==> src/verilog/sw_clk_pkg.sv <==
// Purpose: Shared constants for the switching clock mode and sync block
// Assumes: 40 MHz core clock
// Notes: Frequencies in kHz, times in core cycles
package sw_clk_pkg;
  localparam int unsigned CORE_CLK_KHZ = 40000;
  localparam int unsigned FSW_MIN_KHZ = 100;
  localparam int unsigned FSW_MAX_KHZ = 2000;
  localparam int unsigned SYNC_MIN_KHZ = 200;
  localparam int unsigned SYNC_MAX_KHZ = 4000;
  // Half period of the double-rate clock, in core cycles
  localparam int unsigned HALF_MAX_CYC = CORE_CLK_KHZ / (2 * SYNC_MIN_KHZ);
  localparam int unsigned HALF_MIN_CYC = CORE_CLK_KHZ / (2 * SYNC_MAX_KHZ);
  localparam int unsigned HALF_W = 8;
  localparam logic [HALF_W-1:0] HALF_RST = 8'h32;
  // Sync input counted lost after this many cycles without an edge
  localparam int unsigned LOSS_CYC = 2 * HALF_MAX_CYC + 4;
  localparam int unsigned LOSS_W = 9;
  typedef enum logic [2:0] {
    MODE_OFF = 3'b001,
    MODE_INT = 3'b010,
    MODE_EXT = 3'b100
  } freq_mode_e;
endpackage : sw_clk_pkg

==> src/verilog/switching_clock_mode_sync.sv <==
// Purpose: Mode select and switching clock for a PWM controller
// Assumes: Resistor pin presence arrives as a level from an analog detector
// Notes: Sync pin driven in internal mode, sampled in external mode
// Notes on behaviour
// - Mode follows resistor pin populated or floating plus sync activity.
// - Internal rate set by resistor code, 100 kHz to 2 MHz.
// - No resistor and no sync clock means no switching at all.
// - Internal mode drives sync pin at twice the switching rate.
// - Driven sync clock is in phase with switching cycle.
// - Floating resistor pin makes sync pin a clock input.
// - External clock is inverted internally before use.
// - External mode switches at half sync rate, out of phase.
// - Without running sync input, drive outputs stay inactive.
// - Secondary inverts received clock, lagging primary by 90 or 270 degrees.
`timescale 1ns/1ps
`default_nettype none
module switching_clock_mode_sync (
  input wire logic core_clk,
  input wire logic sys_rst,
  input wire logic freq_set_resistor_pin,
  input wire logic [sw_clk_pkg::HALF_W-1:0] freq_half_code,
  input wire logic sync_in,
  output logic sync_out,
  output logic sync_oe,
  output logic primary_drive_a,
  output logic primary_drive_b,
  output logic switching_active,
  output logic [2:0] freq_mode
);
  import sw_clk_pkg::*;

  logic rt_m_r, rt_s_r, sy_m_r, sy_s_r, sy_d_r;
  logic [HALF_W-1:0] half_r;
  logic [HALF_W-1:0] cnt_r;
  logic osc_r;
  logic [LOSS_W-1:0] loss_r;
  logic ext_run_r;
  freq_mode_e mode_r;
  logic ext_clk;
  logic dbl_d_r;
  logic dbl_rise;
  logic run;
  logic phase_r;

  function automatic logic [HALF_W-1:0] clamp_half(input logic [HALF_W-1:0] c);
    if (c < HALF_W'(HALF_MIN_CYC)) begin
      return HALF_W'(HALF_MIN_CYC);
    end else if (c > HALF_W'(HALF_MAX_CYC)) begin
      return HALF_W'(HALF_MAX_CYC);
    end
    return c;
  endfunction : clamp_half

  // Pin inputs pass two flops; first stage read only by second
  always_ff @(posedge core_clk) begin
    if (sys_rst) begin
      rt_m_r <= 1'b0;
      rt_s_r <= 1'b0;
      sy_m_r <= 1'b0;
      sy_s_r <= 1'b0;
      sy_d_r <= 1'b0;
    end else begin
      rt_m_r <= freq_set_resistor_pin;
      rt_s_r <= rt_m_r;
      sy_m_r <= sync_in;
      sy_s_r <= sy_m_r;
      sy_d_r <= sy_s_r;
    end
  end

  // Activity watchdog: a live sync clock is required before switching
  always_ff @(posedge core_clk) begin
    if (sys_rst || rt_s_r) begin
      loss_r <= '0;
      ext_run_r <= 1'b0;
    end else if (sy_s_r != sy_d_r) begin
      loss_r <= '0;
      ext_run_r <= 1'b1;
    end else if (loss_r == LOSS_W'(LOSS_CYC)) begin
      ext_run_r <= 1'b0;
    end else begin
      loss_r <= loss_r + 1'b1;
    end
  end

  // Mode decode from pin configuration
  always_ff @(posedge core_clk) begin
    if (sys_rst) begin
      mode_r <= MODE_OFF;
    end else if (rt_s_r) begin
      mode_r <= MODE_INT;
    end else if (ext_run_r) begin
      mode_r <= MODE_EXT;
    end else begin
      mode_r <= MODE_OFF;
    end
  end

  // Internal oscillator at double rate; half period from resistor code
  always_ff @(posedge core_clk) begin
    if (sys_rst || mode_r != MODE_INT) begin
      half_r <= HALF_RST;
      cnt_r <= '0;
      osc_r <= 1'b0;
    end else if (cnt_r + 1'b1 >= half_r) begin
      half_r <= clamp_half(freq_half_code);
      cnt_r <= '0;
      osc_r <= ~osc_r;
    end else begin
      cnt_r <= cnt_r + 1'b1;
    end
  end

  // External clock inverted; secondary phase depends on lock instant
  assign ext_clk = ~sy_s_r;
  assign run = (mode_r != MODE_OFF);

  always_ff @(posedge core_clk) begin
    if (sys_rst) begin
      dbl_d_r <= 1'b0;
    end else begin
      dbl_d_r <= (mode_r == MODE_INT) ? osc_r : ext_clk;
    end
  end
  assign dbl_rise = ((mode_r == MODE_INT) ? osc_r : ext_clk) & ~dbl_d_r;

  toggle_div u_div (
    .core_clk(core_clk),
    .sys_rst(sys_rst),
    .run(run),
    .rise_pulse(dbl_rise),
    .phase_r(phase_r)
  );

  // Outputs from flops; sync driven only in internal mode
  always_ff @(posedge core_clk) begin
    if (sys_rst) begin
      sync_out <= 1'b0;
      sync_oe <= 1'b0;
      primary_drive_a <= 1'b0;
      primary_drive_b <= 1'b0;
      switching_active <= 1'b0;
      freq_mode <= MODE_OFF;
    end else begin
      sync_out <= (mode_r == MODE_INT) & osc_r;
      sync_oe <= (mode_r == MODE_INT);
      primary_drive_a <= run & phase_r;
      primary_drive_b <= run & ~phase_r & dbl_d_r;
      switching_active <= run;
      freq_mode <= mode_r;
    end
  end
endmodule : switching_clock_mode_sync
`default_nettype wire

==> src/verilog/toggle_div.sv <==
// Purpose: Divide a double-rate clock by two into the switching phase
// Assumes: Edge pulse is one core cycle wide
// Notes: Shared by internal and external sources
`timescale 1ns/1ps
`default_nettype none
module toggle_div (
  input wire logic core_clk,
  input wire logic sys_rst,
  input wire logic run,
  input wire logic rise_pulse,
  output logic phase_r
);
  import sw_clk_pkg::*;
  always_ff @(posedge core_clk) begin
    if (sys_rst || !run) begin
      phase_r <= 1'b0;
    end else if (rise_pulse) begin
      phase_r <= ~phase_r;
    end
  end
endmodule : toggle_div
`default_nettype wire

==> config.mk <==
export PLATFORM = sky130hd
export DESIGN_NAME = switching_clock_mode_sync
export DESIGN_NICKNAME = d
export VERILOG_FILES = /design/src/verilog/sw_clk_pkg.sv /design/src/verilog/switching_clock_mode_sync.sv /design/src/verilog/toggle_div.sv
export SDC_FILE = /design/constraint.sdc
export NUM_CORES = 1
export LEC_CHECK = 0
export ABC_CLOCK_PERIOD_IN_PS = 3600
export BUFFER_PORTS_ARGS = -buffer_cell sky130_fd_sc_hd__clkbuf_2
export CAP_MARGIN = 0
export CORE_MARGIN = 8
export CORE_UTILIZATION = 45
export DETAILED_ROUTE_END_ITERATION = 8
export HOLD_SLACK_MARGIN = 0.05
export PLACE_DENSITY = 0.64
export SYNTH_ARGS = -nofsm -noshare
export SYNTH_HDL_FRONTEND = slang
export SYNTH_SLANG_ARGS = --single-unit
export TNS_END_PERCENT = 10
==> constraint.sdc <==
create_clock -name core_clk -period 3.6 [get_ports core_clk]
set_clock_uncertainty 0.15 [all_clocks]
set_input_delay 0.36 -clock core_clk [delete_from_list [all_inputs] [get_ports core_clk]]
set_output_delay 0.36 -clock core_clk [all_outputs]
set_load 0.02 [all_outputs]
# Word-level counts from Yosys, hierarchy flattened
# Index checks and enable logic that the tools add are counted.
[op_classes]
bitwise = 9
muxes = 12
div_mod_pow = 0
eq_ne = 5
mul = 0
add_sub_neg = 2
n_reduce_logical = 8
n_lt_le_gt_ge = 3
shifts = 0
[ops]
columns = ["cell", "n"]
rows = [
  ["2-to-1 mux 8 bit", 3],
  ["adder 9 x 1 -> 9 bit (second input constant)", 1],
  ["equality test 9 x 8 -> 1 bit (second input constant)", 1],
  ["adder 8 x 1 -> 8 bit (second input constant)", 1],
  ["greater-or-equal comparator 8 bit", 1],
  ["greater-than comparator 8 x 7 -> 1 bit (second input constant)", 1],
  ["< comparator 8 x 3 -> 1 bit (second input constant)", 1],
  ["2-to-1 mux 1 bit", 7],
  ["OR reduction 2 bit", 3],
  ["bitwise AND 1 bit", 5],
  ["NOT 1 bit", 4],
  ["equality test 3 x 2 -> 1 bit (second input constant)", 1],
  ["logical OR 1 bit", 3],
  ["2-to-1 mux 3 bit", 1],
  ["inequality test 3 x 1 -> 1 bit (second input constant)", 1],
  ["inequality test 3 x 2 -> 1 bit (second input constant)", 1],
  ["2-to-1 mux 2 bit", 1],
  ["nonzero test 2 bit", 1],
  ["zero test 1 bit", 1],
  ["inequality test 1 bit", 1],
]
[word_totals]
word_cells = 59
rom_bits = 0
mem_count = 0
out_inout_bits = 8
mem_bits_rw = 0
register_bits = 45
inputBits = 12
latch_bits = 0

# Logic depth before layout (Yosys ltp)
[depth]
word_depth = 6
mapped_depth = 10
depth_no_buf = 9

# Modules after synthesis
# A second synthesis with hierarchy kept.
[hier_totals]
hier_cells = 203
hier_area_um2 = 1901.8
[modules_own_cells]
columns = ["module", "cells_each", "seq_area_each_um2", "instances", "area_each_um2"]
rows = [
  ["switching_clock_mode_sync", 200, 880.8, 1, 1860.5],
  ["toggle_div", 3, 20.0, 1, 41.3],
]

# Worst setup path before layout
# Ideal clock, no wire load.
[synth_path]
kind = "register to register"
from = "register cnt_r[0]"
to = "register osc_r"
path_stages_with_launch = 10
t_required_ns = 3.329
synth_period_minus_slack_ns = 2.350
t_arrival_ns = 2.079
path_slack_ns = 1.250
path_buffers = 0
setup_ns = 0.121
cell_sequence = "dfxtp_1 > ha_1 > nand3_1 > nor2_1 > xor2_1 > ha_1 > and4_1 > o21ai_0 > o211a_1 > mux2_2"
[synth_between]
elab_chain_len = 2
[synth_rtl]
columns = ["item", "line", "source"]
rows = [
  ["start: declaration", "switching_clock_mode_sync.sv:34", "logic [HALF_W-1:0] cnt_r;"],
  ["start signal: assignment", "switching_clock_mode_sync.sv:110", "cnt_r <= cnt_r + 1'b1;"],
  ["adder 8 x 1 -> 8 bit", "switching_clock_mode_sync.sv:105", "end else if (cnt_r + 1'b1 >= half_r) begin"],
  ["greater-or-equal comparator 8 bit", "switching_clock_mode_sync.sv:105", ""],
  ["end signal: assignment", "switching_clock_mode_sync.sv:108", "osc_r <= ~osc_r;"],
  ["end: declaration", "switching_clock_mode_sync.sv:35", "logic osc_r;"],
]
# Every way passes these cells.
# A chain may end at the register's enable or synchronous reset.

# Final worst setup path
# Ends and elaborated chain as after synthesis.

==> reports/summary.txt <==
P&R area growth vs syn -> 12.9%
RSZ-0062 raised after global routing -> no
Routed vias/inst -> 4.96
# diodes -> 0
Post-synthesis instance area -> 1950 um^2
Final Hold Viols -> 0
GRT Overall Usage -> 11.1%
Setup Crit Path Kind -> flop to flop
Syn. warnings -> 0
Routed len/inst -> 11.7 um
Clk root buf -> clkbuf_8
First-pass GRT wire length -> 5.95 mm
Sink Count -> 45
Crit start category -> flop
Final net count -> 250
Gates resized, CTS repair -> 0
Sequential fraction of the synthesis area -> 46.2%
Initial antenna violation count -> 0
Setup WS post-layout -> 0.865 ns
Placer Congestion -> 0.819
H-tree levels -> 2
Detailed-route wire length -> 3.28 mm
Cell Rows -> 24
Syn Area/Cell -> 9.57 um^2
PwrDens -> 423 nW/um^2
Synth async-reset ratio -> 0%
Synth cell types -> 42
CP required -> 3.63 ns
Setup Buffers After CTS -> 0
Arr. time, crit path -> 2.76 ns
Pins Over Slew Limit -> 0
Synth top cells by count -> dfxtp_1, nand2_1, inv_1
Worst-Skew Late Latency -> 0.29 ns
Setup tns final -> 0 ns
Setup crit end kind -> flop
Core box area -> 4260 um^2
Synth area leader -> dfxtp_1
Die Height -> 81.9 um
Die ar. -> 6700 um^2
Largest net degree at the start of global routing -> 18
Flop-to-flop setup slack -> 0.87 ns
DRC viols -> 0
Total gr overflow -> 0
Boundary Pins -> 20
Clock transition at path regs -> 0.09 ns
DR vias -> 1388
Slew @ Worst Pin -> 0.420 ns
Post-synth EDFFs -> 0
DR iter-0 viols -> 82
Register area -> 901 um^2
HPWL Detailed -> 2.48 mm
Final Setup Violations -> 0
Vias in the first global route -> 1464
Starting Density -> 45.8%
Hold Path Class -> primary input to flop
Multi-input logic area -> 971 um^2
Hold-fix buffers at CTS -> 0
Port bufs -> 19
Status -> complete, no violations
Hold Slack -> 0.127 ns
Count leader, synth -> dfxtp_1
Antenna-violating nets left -> 0
Top-area cell type share of the netlist area -> 46.2%
CTS tree -> yes
Area contributors post-synth -> dfxtp_1, ha_1, mux2i_1
TritonCTS Buffers -> 5
Longest Clk Path Bufs -> 2
Crit-path max FO -> 11
Initial DRT Pass Iterations -> 4
Pre-CTS setup slack -> 0.908 ns
Layout cell share with drive strength beyond 1 -> 14.9%
Peak Freq -> 366 MHz
Top_reg_cell synth -> dfxtp_1
Lkg Pwr -> 0.990 nW
Synthesis-stage register bit count -> 45
Max IR drop VDD -> 0.204 mV
Fillers -> 415
Gate Count Post-Synth -> 204
Worst slew margin -> 71.8%
Tcrit/Tclk final -> 76.0%
DIE WIDTH -> 81.9 um
Syn Nets -> 227
Max-Cap Viols -> 0
Final critical-path required period -> 2.74 ns
[sequential cells by signal, summed over array words and instances (netlist names), 3 cells and up]
signal     flops
freq_mode      3
loss_r         9
half_r         8
cnt_r          8
mode_r         3
[final timing paths]
path             from  depth (start not counted)      to
max reg2reg  cnt_r[0]                          9   osc_r
min           sync_in                          2  sy_m_r
max          cnt_r[0]                          9   osc_r
min reg2reg    sy_m_r                          1  sy_s_r
[kinds of logic (layout without fill, tap and decap cells)]
kind of cell,after synthesis,count (layout),synth area share (%)
buf+inv,18,42,4.10
simple gates,80,80,23.2
fa+ha+maj,11,11,7.05
compound gates,30,30,9.94
flops,45,45,46.2
xor+xnor,12,12,5.38
mux,8,8,4.17
[metal layers]
| layer | vias up | track usage [%] | part of all wire (%) |
|---|---|---|---|
| met3 | 4 | 2.74 | 3.4 |
| met2 | 9 | 18.9 | 47 |
| met4 | 0 | 4.91 | 0.95 |
| li1 | 750 | - | - |
| met1 | 625 | 12.7 | 49 |
| met5 | - | 0 | 0 |
[layout by cell type, fill, tap and decap left out, types with 2 or more instances in the layout]
cell type	instances
or3_1	2
inv_1	13
or2_2	2
nand3_1	5
clkbuf_2	19
and3_1	8
clkbuf_8	5
nand2b_1	4
mux2i_1	7
a211oi_1	4
dfxtp_1	45
nor2b_1	11
nor3_1	6
and2_1	3
and4_1	3
ha_1	11
nand2_1	16
o21ai_0	8
xor2_1	4
a211o_1	3
o211ai_1	2
nor2_1	12
xnor2_1	8
a21oi_1	7
[through the flow]
stage / cell area (um^2) / power (mW) / instances / util (%)
2_1_floorplan: 1950 / 0.555 / 204 / -
3_3_place_gp: 2090 / 0.571 / 272 / 49.1
3_5_place_dp: 2090 / 0.572 / 272 / 49.1
4_1_cts: 2200 / 0.948 / 280 / 51.7
5_1_grt: 2200 / 0.977 / 280 / 51.7
6_report: 2200 / 0.933 / 280 / 51.7
[report_power, final]
| group | internal [mW] | leakage (nW) | switching [mW] |
|---|---|---|---|
| Clock | 0.208 | 0.0554 | 0.165 |
| Sequential | 0.508 | 0.365 | 0.00639 |
| Combinational | 0.0207 | 0.570 | 0.0246 |
[cell type report]
type	count	share of cell area (%)
Clock buffer	6	3.29
Tap cell	52	2.95
Multi-Input combinational cell	141	44.1
Sequential cell	45	40.9
Inverter	14	2.39
Clock inverter	2	1.76
Timing Repair Buffer	20	4.66
[worst max-delay path: stages (launching register included)]
cell     delay (ns)
dfxtp_1        0.40
ha_1           0.21
nand3_1        0.12
nor2_1         0.14
xor2_1         0.20
ha_1           0.27
and4_1         0.20
o21ai_0        0.13
o211a_1        0.44
mux2_2         0.37
(Power assumes the default switching activity.)
